**src/cbt_pkg.sv**
```systemverilog
package cbt_pkg;

  // ==========================================================
  // Register offsets (SFR addresses)
  localparam logic [7:0] ADDR_PAGE = 8'hB1;
  localparam logic [7:0] ADDR_BT1 = 8'hB4;
  localparam logic [7:0] ADDR_BT2 = 8'hB5;
  localparam logic [7:0] ADDR_BT3 = 8'hB6;
  localparam logic [7:0] ADDR_IE1 = 8'hC2;
  localparam logic [7:0] ADDR_IE2 = 8'hC3;

  // ==========================================================
  // Field positions
  localparam int PSC_LSB = 1;
  localparam int JMP_LSB = 5;
  localparam int PRG_LSB = 1;
  localparam int PH2_LSB = 4;
  localparam int PH1_LSB = 1;
  localparam int SAMP_BIT = 0;
  localparam int OBJ_LSB = 4;
  localparam int HOLD_BIT = 3;
  localparam int IDX_LSB = 0;

  // ==========================================================
  // Reset values
  localparam logic [6:0] IE1_RESET = 7'h00;
  localparam logic [7:0] IE2_RESET = 8'h00;
  localparam logic [7:0] PAGE_RESET = 8'h00;
  localparam logic [7:0] BT_RESET = 8'h00;
  localparam logic [7:0] RD_UNMAPPED = 8'h00;

  // ==========================================================
  // Types
  typedef struct packed {
    logic [5:0] quantum_prescaler;
    logic [1:0] resync_jump_width;
    logic [2:0] propagation_segment;
    logic [2:0] phase_segment_one;
    logic [2:0] phase_segment_two;
    logic triple_sample_select;
  } cbt_cfg_s;

  typedef struct packed {
    logic [3:0] object_select;
    logic index_hold_n;
    logic [2:0] data_byte_index;
  } cbt_page_s;

  typedef enum logic [2:0] {
    ST_SYNC = 3'b001,
    ST_SEG1 = 3'b010,
    ST_SEG2 = 3'b100
  } cbt_bit_e;

endpackage

```
**src/cbt_bit_timer.sv**
```systemverilog
`timescale 1ns/1ns
module cbt_bit_timer (
  // Clock and reset
  input wire logic i_clk,
  input wire logic i_rst,
  // Control
  input wire logic i_enable,
  input wire cbt_pkg::cbt_cfg_s i_cfg,
  // Synchronised bus level
  input wire logic i_rx,
  // Bit timing results
  output logic o_bit_start,
  output logic o_sample_point,
  output logic o_rx_bit
);

  // ==========================================================
  // State
  cbt_pkg::cbt_bit_e st_r, st_nxt;
  logic [5:0] presc_r, presc_nxt;
  logic [4:0] tq_r, tq_nxt;
  logic [2:0] ext_r, ext_nxt;
  logic [2:0] shr_r, shr_nxt;
  logic done_r, done_nxt;
  logic prev_r, prev_nxt;
  logic [1:0] hist_r, hist_nxt;
  logic start_r, start_nxt;
  logic spt_r, spt_nxt;
  logic bit_r, bit_nxt;

  function automatic logic [2:0] min3(input logic [4:0] a,
                                      input logic [2:0] b);
    min3 = (a < {2'b00, b}) ? a[2:0] : b;
  endfunction

  // ==========================================================
  // Next state
  always_comb begin
    logic tick;
    logic half;
    logic edge_seen;
    logic [2:0] jw;
    logic [4:0] seg1_len;
    logic [4:0] seg2_len;
    seg1_len = 5'h00;
    seg2_len = 5'h00;
    tick = (presc_r == i_cfg.quantum_prescaler);
    half = (presc_r == {1'b0, i_cfg.quantum_prescaler[5:1]});
    jw = {1'b0, i_cfg.resync_jump_width} + 3'h1;
    edge_seen = prev_r & ~i_rx & ~done_r;
    st_nxt = st_r;
    tq_nxt = tq_r;
    ext_nxt = ext_r;
    shr_nxt = shr_r;
    done_nxt = done_r;
    start_nxt = 1'b0;
    spt_nxt = 1'b0;
    bit_nxt = bit_r;
    prev_nxt = i_rx;
    presc_nxt = tick ? 6'h00 : presc_r + 6'h01;
    hist_nxt = (tick | half) ? {hist_r[0], i_rx} : hist_r;
    // Late edge lengthens seg1, early edge shortens seg2
    if (edge_seen && st_r == cbt_pkg::ST_SEG1) begin
      ext_nxt = min3(tq_r + 5'h01, jw);
      done_nxt = 1'b1;
    end else if (edge_seen && st_r == cbt_pkg::ST_SEG2) begin
      shr_nxt = jw;
      done_nxt = 1'b1;
    end
    seg1_len = 5'({2'b00, i_cfg.propagation_segment} + 5'h01)
             + 5'({2'b00, i_cfg.phase_segment_one} + 5'h01)
             + {2'b00, ext_nxt};
    seg2_len = {2'b00, i_cfg.phase_segment_two} + 5'h01;
    if (tick) begin
      unique case (st_r)
        cbt_pkg::ST_SYNC: begin
          st_nxt = cbt_pkg::ST_SEG1;
          tq_nxt = 5'h00;
        end
        cbt_pkg::ST_SEG1: begin
          if (tq_r + 5'h01 >= seg1_len) begin
            st_nxt = cbt_pkg::ST_SEG2;
            tq_nxt = 5'h00;
            spt_nxt = 1'b1;
            if (i_cfg.triple_sample_select) begin
              bit_nxt = (hist_r[1] & hist_r[0]) | (hist_r[1] & i_rx)
                      | (hist_r[0] & i_rx);
            end else begin
              bit_nxt = i_rx;
            end
          end else begin
            tq_nxt = tq_r + 5'h01;
          end
        end
        cbt_pkg::ST_SEG2: begin
          if (tq_r + 5'h01 + {2'b00, shr_nxt} >= seg2_len) begin
            st_nxt = cbt_pkg::ST_SYNC;
            tq_nxt = 5'h00;
            ext_nxt = 3'h0;
            shr_nxt = 3'h0;
            done_nxt = 1'b0;
            start_nxt = 1'b1;
          end else begin
            tq_nxt = tq_r + 5'h01;
          end
        end
      endcase
    end
    if (!i_enable) begin
      st_nxt = cbt_pkg::ST_SYNC;
      presc_nxt = 6'h00;
      tq_nxt = 5'h00;
      ext_nxt = 3'h0;
      shr_nxt = 3'h0;
      done_nxt = 1'b0;
      start_nxt = 1'b0;
      spt_nxt = 1'b0;
    end
  end

  // ==========================================================
  // Registers
  always_ff @(posedge i_clk) begin
    if (i_rst) begin
      st_r <= cbt_pkg::ST_SYNC;
      presc_r <= 6'h00;
      tq_r <= 5'h00;
      ext_r <= 3'h0;
      shr_r <= 3'h0;
      done_r <= 1'b0;
      prev_r <= 1'b1;
      hist_r <= 2'h3;
      start_r <= 1'b0;
      spt_r <= 1'b0;
      bit_r <= 1'b1;
    end else begin
      st_r <= st_nxt;
      presc_r <= presc_nxt;
      tq_r <= tq_nxt;
      ext_r <= ext_nxt;
      shr_r <= shr_nxt;
      done_r <= done_nxt;
      prev_r <= prev_nxt;
      hist_r <= hist_nxt;
      start_r <= start_nxt;
      spt_r <= spt_nxt;
      bit_r <= bit_nxt;
    end
  end

  assign o_bit_start = start_r;
  assign o_sample_point = spt_r;
  assign o_rx_bit = bit_r;

endmodule

```
**src/cbt_top.sv**
```systemverilog
`timescale 1ns/1ns
module cbt_top #(
  parameter int NUM_OBJ = 15
) (
  // Clock and reset
  input wire logic I_CLOCK,
  input wire logic I_RST,
  // SFR access port
  input wire logic [7:0] I_SFR_ADDR,
  input wire logic I_SFR_WR,
  input wire logic I_SFR_RD,
  input wire logic [7:0] I_SFR_WDATA,
  output logic [7:0] O_SFR_RDATA,
  // Controller state and frame engine events
  input wire logic I_CONTROLLER_ENABLE,
  input wire logic [NUM_OBJ-1:0] I_OBJ_IRQ_STATUS,
  input wire logic I_DATA_ACCESS,
  // CAN receive pin
  input wire logic I_CAN_RX,
  // Page outputs
  output logic [3:0] O_OBJECT_SELECT,
  output logic [2:0] O_DATA_BYTE_INDEX,
  // Interrupt outputs
  output logic [NUM_OBJ-1:0] O_OBJ_IRQ,
  output logic O_CAN_IRQ,
  // Bit timing outputs
  output logic O_BIT_START,
  output logic O_SAMPLE_POINT,
  output logic O_RX_BIT
);

  if (NUM_OBJ != 15) begin : g_num_obj_check
    $error("NUM_OBJ must be 15");
  end

  // ==========================================================
  // Register state
  cbt_pkg::cbt_cfg_s cfg_r, cfg_nxt;
  cbt_pkg::cbt_page_s page_r, page_nxt;
  logic [6:0] ie_high_r, ie_high_nxt;
  logic [7:0] ie_low_r, ie_low_nxt;
  logic [7:0] rdata_r, rdata_nxt;
  logic [NUM_OBJ-1:0] irq_r, irq_nxt;
  logic any_r, any_nxt;
  logic [1:0] rx_sync_r;

  function automatic logic hit(input logic [7:0] a,
                               input logic [7:0] b);
    hit = (a == b);
  endfunction

  // ==========================================================
  // Next values
  always_comb begin
    logic [NUM_OBJ-1:0] en;
    en = '0;
    cfg_nxt = cfg_r;
    page_nxt = page_r;
    ie_high_nxt = ie_high_r;
    ie_low_nxt = ie_low_r;
    rdata_nxt = rdata_r;
    // Index advance after each data window access while index_hold_n is clear
    if (I_DATA_ACCESS && !page_r.index_hold_n) begin
      page_nxt.data_byte_index = page_r.data_byte_index + 3'h1;
    end
    if (I_SFR_WR) begin
      // Reserved bit positions are not stored
      if (hit(I_SFR_ADDR, cbt_pkg::ADDR_PAGE)) begin
        page_nxt.object_select = I_SFR_WDATA[cbt_pkg::OBJ_LSB +: 4];
        page_nxt.index_hold_n = I_SFR_WDATA[cbt_pkg::HOLD_BIT];
        page_nxt.data_byte_index = I_SFR_WDATA[cbt_pkg::IDX_LSB +: 3];
      end
      if (hit(I_SFR_ADDR, cbt_pkg::ADDR_BT1)) begin
        cfg_nxt.quantum_prescaler = I_SFR_WDATA[cbt_pkg::PSC_LSB +: 6];
      end
      if (hit(I_SFR_ADDR, cbt_pkg::ADDR_BT2)) begin
        cfg_nxt.resync_jump_width = I_SFR_WDATA[cbt_pkg::JMP_LSB +: 2];
        cfg_nxt.propagation_segment = I_SFR_WDATA[cbt_pkg::PRG_LSB +: 3];
      end
      if (hit(I_SFR_ADDR, cbt_pkg::ADDR_BT3)) begin
        cfg_nxt.phase_segment_two = I_SFR_WDATA[cbt_pkg::PH2_LSB +: 3];
        cfg_nxt.phase_segment_one = I_SFR_WDATA[cbt_pkg::PH1_LSB +: 3];
        cfg_nxt.triple_sample_select = I_SFR_WDATA[cbt_pkg::SAMP_BIT];
      end
      if (hit(I_SFR_ADDR, cbt_pkg::ADDR_IE1)) begin
        ie_high_nxt = I_SFR_WDATA[6:0];
      end
      if (hit(I_SFR_ADDR, cbt_pkg::ADDR_IE2)) begin
        ie_low_nxt = I_SFR_WDATA;
      end
    end
    if (I_SFR_RD) begin
      // Reserved bits read back as zero
      if (hit(I_SFR_ADDR, cbt_pkg::ADDR_PAGE)) begin
        rdata_nxt = page_r;
      end else if (hit(I_SFR_ADDR, cbt_pkg::ADDR_BT1)) begin
        rdata_nxt = {1'b0, cfg_r.quantum_prescaler, 1'b0};
      end else if (hit(I_SFR_ADDR, cbt_pkg::ADDR_BT2)) begin
        rdata_nxt = {1'b0, cfg_r.resync_jump_width, 1'b0,
                     cfg_r.propagation_segment, 1'b0};
      end else if (hit(I_SFR_ADDR, cbt_pkg::ADDR_BT3)) begin
        rdata_nxt = {1'b0, cfg_r.phase_segment_two,
                     cfg_r.phase_segment_one,
                     cfg_r.triple_sample_select};
      end else if (hit(I_SFR_ADDR, cbt_pkg::ADDR_IE1)) begin
        rdata_nxt = {1'b0, ie_high_r};
      end else if (hit(I_SFR_ADDR, cbt_pkg::ADDR_IE2)) begin
        rdata_nxt = ie_low_r;
      end else begin
        rdata_nxt = cbt_pkg::RD_UNMAPPED;
      end
    end
    // Object interrupts follow the level status, gated by enables
    en = {ie_high_r, ie_low_r};
    irq_nxt = I_OBJ_IRQ_STATUS & en;
    any_nxt = |irq_nxt;
  end

  // ==========================================================
  // Registers
  always_ff @(posedge I_CLOCK) begin
    if (I_RST) begin
      cfg_r <= cbt_pkg::cbt_cfg_s'({cbt_pkg::BT_RESET[5:0],
                                    cbt_pkg::BT_RESET,
                                    cbt_pkg::BT_RESET[3:0]});
      page_r <= cbt_pkg::PAGE_RESET;
      ie_high_r <= cbt_pkg::IE1_RESET;
      ie_low_r <= cbt_pkg::IE2_RESET;
      rdata_r <= cbt_pkg::RD_UNMAPPED;
      irq_r <= '0;
      any_r <= 1'b0;
      rx_sync_r <= 2'h3;
    end else begin
      cfg_r <= cfg_nxt;
      page_r <= page_nxt;
      ie_high_r <= ie_high_nxt;
      ie_low_r <= ie_low_nxt;
      rdata_r <= rdata_nxt;
      irq_r <= irq_nxt;
      any_r <= any_nxt;
      rx_sync_r <= {rx_sync_r[0], I_CAN_RX};
    end
  end

  // ==========================================================
  // Bit timing engine, runs only while the controller is enabled
  cbt_bit_timer u_timer (
    .i_clk(I_CLOCK),
    .i_rst(I_RST),
    .i_enable(I_CONTROLLER_ENABLE),
    .i_cfg(cfg_r),
    .i_rx(rx_sync_r[1]),
    .o_bit_start(O_BIT_START),
    .o_sample_point(O_SAMPLE_POINT),
    .o_rx_bit(O_RX_BIT)
  );

  assign O_SFR_RDATA = rdata_r;
  assign O_OBJECT_SELECT = page_r.object_select;
  assign O_DATA_BYTE_INDEX = page_r.data_byte_index;
  assign O_OBJ_IRQ = irq_r;
  assign O_CAN_IRQ = any_r;

endmodule

```
**config.mk**
```make
export PLATFORM = sky130hd
export DESIGN_NAME = cbt_top
export DESIGN_NICKNAME = d
export VERILOG_FILES = /design/src/cbt_pkg.sv /design/src/cbt_bit_timer.sv /design/src/cbt_top.sv
export SDC_FILE = /design/constraint.sdc
export NUM_CORES = 1
export LEC_CHECK = 0
export BUFFER_PORTS_ARGS = -buffer_cell sky130_fd_sc_hd__buf_2
export CORE_AREA = 2 2 120 122
export DETAILED_ROUTE_END_ITERATION = 10
export DIE_AREA = 0 0 122 124
export PLACE_DENSITY = 0.56
export SLEW_MARGIN = 20
export SYNTH_ARGS = -nofsm -noshare
export SYNTH_HDL_FRONTEND = slang
export SYNTH_HIERARCHICAL = 1
export SYNTH_SLANG_ARGS = --single-unit
```
**constraint.sdc**
```tcl
create_clock -name I_CLOCK -period 10.52 [get_ports I_CLOCK]
set_input_delay 0.526 -clock I_CLOCK [delete_from_list [all_inputs] [get_ports I_CLOCK]]
set_output_delay 0.526 -clock I_CLOCK [all_outputs]
set_load 0.01 [all_outputs]
```
After elaboration in Yosys (flattened, before gate mapping)

Cells that the tools add are included.

Div/mod/pow operators: 0
Equal/unequal tests: 13
Add/subtract/negate cells: 10
Shift-type cells: 0
Magnitude comparators: 3
Bitwise operators: 15
Reduce and logical (&&, ||, !) cells: 17
Multipliers: 0
Muxes and demuxes: 33

Operators by type and width:

| kind                  | number |
|---|---|
| $eq A8 B8 Y1 const B  | 6 |
| $mux W8               | 6 |
| $mux W3               | 15 |
| $and A15 B15 Y15      | 1 |
| $pmux W5 S3           | 1 |
| $reduce_or A15 Y1     | 1 |
| $add A3 B1 Y4 const B | 3 |
| $reduce_and A2 Y1     | 6 |
| $add A5 B3 Y5         | 2 |
| $ge A5 B5 Y1          | 2 |
| $mux W5               | 2 |
| $pmux W3 S3           | 1 |
| $mux W1               | 8 |
| $reduce_or A4 Y1      | 2 |
| $add A6 B1 Y6 const B | 1 |
| $eq A6 B5 Y1          | 1 |
| $eq A6 B6 Y1          | 1 |
| $not A1 Y1            | 6 |
| $reduce_and A3 Y1     | 2 |
| $add A5 B1 Y5 const B | 1 |
| $add A5 B5 Y5         | 1 |
| $and A1 B1 Y1         | 5 |
| $lt A5 B3 Y1          | 1 |
| $ne A2 B2 Y1 const B  | 2 |
| 10 further kinds      | 14 |

Latch bits: 0
Bits of input ports: 38
RAM bits: 0
Memories: 0
Word-level logic and storage cells: 117
Output and inout bits: 34
Register bits after elaboration: 94
Memory bits (read-only): 0

Longest topological paths before layout

Depth in word-level cells: 11
Depth in mapped cells: 20
Depth with buffers taken out: 20

By module

Netlist, hierarchy kept.

Modules (own cells, without submodules):

| module        | times used | seq. area each (um^2) | cells each | area an instance (um^2) |
|---|---|---|---|---|
| cbt_top       | 1          | 1341.3                | 315        | 2931.6 |
| cbt_bit_timer | 1          | 540.5                 | 220        | 1954.4 |

Worst setup path before layout

Ideal clock, no wire load.

Kind: register to register
Start point: register u_timer.tq_r[0]
End point: register u_timer.st_r[1]
Cell stages (with the launch flop): 20
Period minus slack after synthesis: 4.391 ns
Setup slack: 6.129 ns
Buffers on the path: 0
Arrival time: 4.319 ns
Cells stage by stage: dfxtp_1 -> ha_1 -> xor2_1 -> ha_1 -> inv_1 -> o2111ai_1 -> mux2_2 -> mux2i_1 -> fa_1 -> inv_1 -> ha_1 -> a31oi_1 -> o311a_1 -> o311ai_1 -> ha_1 -> o21ai_0 -> o21bai_1 -> a211oi_1 -> a211oi_2 -> mux2i_1

Cells in the longest elaborated chain, start to end: 8
Elaborated cells on any way between the ends: 11
Those cells by class: 3 x add/sub; 3 x order compare; 2 x eq/ne; 2 x mux; 1 x reduce/logical

RTL lines:

| what                                   | RTL line                                                      | source |
|---|---|---|
| from (decl)                            | cbt_bit_timer.sv:21                                           | `logic [4:0] tq_r, tq_nxt;` |
| from (signal assigned)                 | cbt_bit_timer.sv:139                                          | `tq_r <= tq_nxt;` |
| $add A5 B1 Y5 (*)                      | cbt_bit_timer.sv:64, cbt_bit_timer.sv:81, cbt_bit_timer.sv:96 |  |
| $lt A5 B3 Y1                           | cbt_bit_timer.sv:33                                           | `min3 = (a < {2'b00, b}) ? a[2:0] : b;` |
| $mux W3                                | cbt_bit_timer.sv:33                                           |  |
| $mux W3                                | cbt_bit_timer.sv:63                                           | `if (edge_seen && st_r == cbt_pkg::ST_SEG1) begin` |
| $add A5 B3 Y5                          | cbt_bit_timer.sv:72                                           | `+ {2'b00, ext_nxt};` |
| $ge A5 B5 Y1                           | cbt_bit_timer.sv:81                                           | `if (tq_r + 5'h01 >= seg1_len) begin` |
| $ne A2 B2 Y1 (no source line)          | -                                                             |  |
| $reduce_and A3 Y1 (no source line) (*) | -                                                             |  |
| to (signal assigned)                   | cbt_bit_timer.sv:125                                          | `st_r <= cbt_pkg::ST_SYNC;` |
| to (signal assigned)                   | cbt_bit_timer.sv:137                                          | `st_r <= st_nxt;` |
| to (decl)                              | cbt_bit_timer.sv:19                                           | `cbt_pkg::cbt_bit_e st_r, st_nxt;` |

Every way passes the cells marked *; elsewhere a longest branch is shown, timed or not.
A chain may end at the register's enable or synchronous reset.

Final worst setup path

Ends and elaborated chain as after synthesis.

==> reports/metrics.yaml <==
run_status:
  outcome: "finished clean"
floorplan:
  initial_core_util_pct: 35.61
  boundaryPins: 72
  core_area_um2: 13720
  fp.dieH_um: 124
  dieArea_um2: 15130
  fp.dieW_um: 122
  rows: 43
placed_design:
  routabilityCongestion: 0.7877
  hpwl_um: 9158
  io_buffer_count: 71
  dp_cells: 757
clock_network:
  clk_latency_ps: 350
  holdBufCountCts: 0
  clockBufferDepth: 2
  cts_num_sinks: 94
  tritoncts: "done"
  clk_root_buffer_cell: "clkbuf_16"
  cts_setup_buffers: 0
  postCtsResizedCells: 0
  htreeDepth: 3
  clk_pin_slew_ps: 70
  cts_buffers: 9
global_routing:
  grt_max_degree: 75
  grt_use_met3_pct: 2.015
  top_usage_layer: "met2"
  grt_pass1_wl_um: 19690
  grt_util_all_layers_pct: 16.85
  first_global_vias: 3871
  antenna_found_initial: 0
  gr-usage-met2_pct: 27.20
  grt_use_met1_pct: 22.45
  grt-ovfl-total: 0
worst_setup_path:
  cp-start-kind: "flop"
  worst_path_max_delay_cell: "dfxtp_1"
  cp.arrival_ps: 5400
  crit_fanout: 8
  criticalPathCategory: "flop to flop"
  cp_slowest_stage_delay_ps: 490
  crit_chain: "ha_1, xor2_1, ha_1, inv_1, o2111ai_1, mux2_2, mux2i_1, fa_1, inv_1, ha_1, a31oi_1, o311a_1, o311ai_1, ha_1, o21ai_0, o21bai_1, a211oi_1, a211oi_2, mux2i_1"
  cp_num_buf_inv: 2
  endpoint_kind: "flop"
  required_ps: 10800
  critPathTopFamily: "compound AO/OA/AOI/OAI gates"
  crit_path_frequent_cell: "ha_1"
detailed_routing:
  postRouteAntennaNets: 0
  drt-total-wl_um: 12430
  route.vias.total: 4030
  drc: 0
  drtPass1Iterations: 5
  drtIter0Drc: 262
  wire_per_inst_um: 16.07
  via_per_inst: 5.213
logic_synthesis:
  synth_nets: 599
  synth.largest_area_cell: "dfxtp_1"
  synthTopCellsByCount: "94 x dfxtp_1, 67 x nor2_1, 42 x nand2_1"
  synth_most_common_cell: "dfxtp_1"
  syn_avg_cell_area_um2: 9.133
  yosysWarnings: 6
  ys_types: 68
  synth_ff_type: "dfxtp_1"
  netlist_instances: 535
  synth_seq_cells: 94
  synth_edf_count: 0
  synth.area.top_cells: "dfxtp_1 39%, mux2i_1 7.6%, ha_1 5.6%"
  synth_top_area_share_pct: 38.51
  synth_seq_area_share_pct: 38.51
  async_reset_ff_share_pct: 0
  netlist_area_um2: 4886
power_and_ir_drop:
  p_leak_nw: 2.578
  peakVddDrop_mv: 0.08868
  p_total_uw: 782.7
  powerDensity_nw_per_um2: 138.9
sta:
  finalHoldViolCount: 0
  finalClockSkew_ps: 10.28
  max_freq_mhz: 195.5
  setup_violations: 0
  worstMarginPinSlew_ps: 786.6
  min_period_ps: 5115
  slew_viol_final: 0
  whs_ps: 375.2
  setup_tns_ps: 0
  finalCritPeriodShare_pct: 48.62
  relSlewSlack_pct: 47.56
  rsz0062_at_grt: "no"
flow_run:
  drv_cap: 0
min_path:
  hold_class: "input port to flop"
layout:
  synthToLayoutAreaGrowth_pct: 15.29
  insertedDiodeCount: 0
  final_cells: 773
  drive_gt1_share_pct: 19.39
  fin_nets: 652
[path summary, 6_finish.rpt]
check,start,endpoint,slack [ps],depth (start not counted)
max reg2reg,u_timer/tq_r[0],u_timer/st_r[1],5410,19
max,u_timer/tq_r[0],u_timer/st_r[1],5410,19
min reg2reg,rx_sync_r[0],rx_sync_r[1],420,1
min,I_CAN_RX,rx_sync_r[0],380,2
[routing by layer]
metal | wire length (um) | vias to the layer above | share of wire, %
met5 | 0 | - | 0
met4 | 334 | 0 | 2.7
met3 | 378 | 24 | 3.0
met2 | 5956 | 91 | 48
met1 | 5755 | 1930 | 46
li1 | - | 1985 | -
[area by class of cell]
type | count | area [um^2]
Multi-Input combinational cell | 384 | 2718
Clock buffer | 10 | 229.0
Clock inverter | 6 | 115.1
Fill cell | 1380 | 8087
Sequential cell | 94 | 1882
Timing Repair Buffer | 72 | 362.8
Inverter | 27 | 101.3
Tap cell | 180 | 225.2
[state kept, by name (all words and copies together) (netlist names), 2 cells and up]
name and cells:
rx_sync_r 2, O_OBJ_IRQ 15, ie_high_r 7, u_timer/tq_r 5, u_timer/hist_r 2, u_timer/presc_r 6
u_timer/shr_r 3, u_timer/st_r 3, O_OBJECT_SELECT 4, u_timer/ext_r 3, ie_low_r 8, O_SFR_RDATA 8
cfg_r 18, O_DATA_BYTE_INDEX 3
[layout by cell type, fill, tap and decap left out, types with 14 or more instances in the layout]
cell / count
dfxtp_1: 94
ha_1: 22
o21ai_0: 14
nand3_1: 20
mux2i_1: 37
inv_1: 27
nor2_1: 67
nor2b_1: 20
buf_2: 71
nand2_1: 42
[worst reg2reg max path: stages, from the launching register on]
cell	delay (ps)
dfxtp_1	490
ha_1	280
xor2_1	360
ha_1	180
inv_1	50
o2111ai_1	330
mux2_2	380
mux2i_1	210
fa_1	460
inv_1	70
ha_1	280
a31oi_1	250
o311a_1	200
o311ai_1	110
ha_1	300
o21ai_0	80
o21bai_1	190
a211oi_1	150
a211oi_2	460
mux2i_1	220
[stage by stage]
stage | worst slack [ps] | instance area [um^2] | utilization, %
after floorplan | 6129 | 4886 | -
after global routing | 5010 | 5633 | 41.06
final | 5405 | 5633 | 41.06
after detailed placement | 5416 | 5289 | 38.55
after global placement | 5717 | 5289 | 38.55
after CTS | 5399 | 5633 | 41.06
[where the power goes]
part | total [mW] | switching [mW] | internal [mW]
Combinational | 0.0406 | 0.0259 | 0.0147
Clock | 0.381 | 0.147 | 0.234
Sequential | 0.361 | 0.00270 | 0.358
Total | 0.783 | 0.176 | 0.607
[cells by family after synthesis]
kind of cell,share of synthesized area [%]
and+or+nand+nor,21.23
DFF,38.51
AOI/OAI and AO/OA,13.16
buffers and inverters,5.864
muxes,9.654
adders and majority gates,7.273
xor gates and xnor gates,4.302
Note: power is estimated with default switching activity, not from simulation.
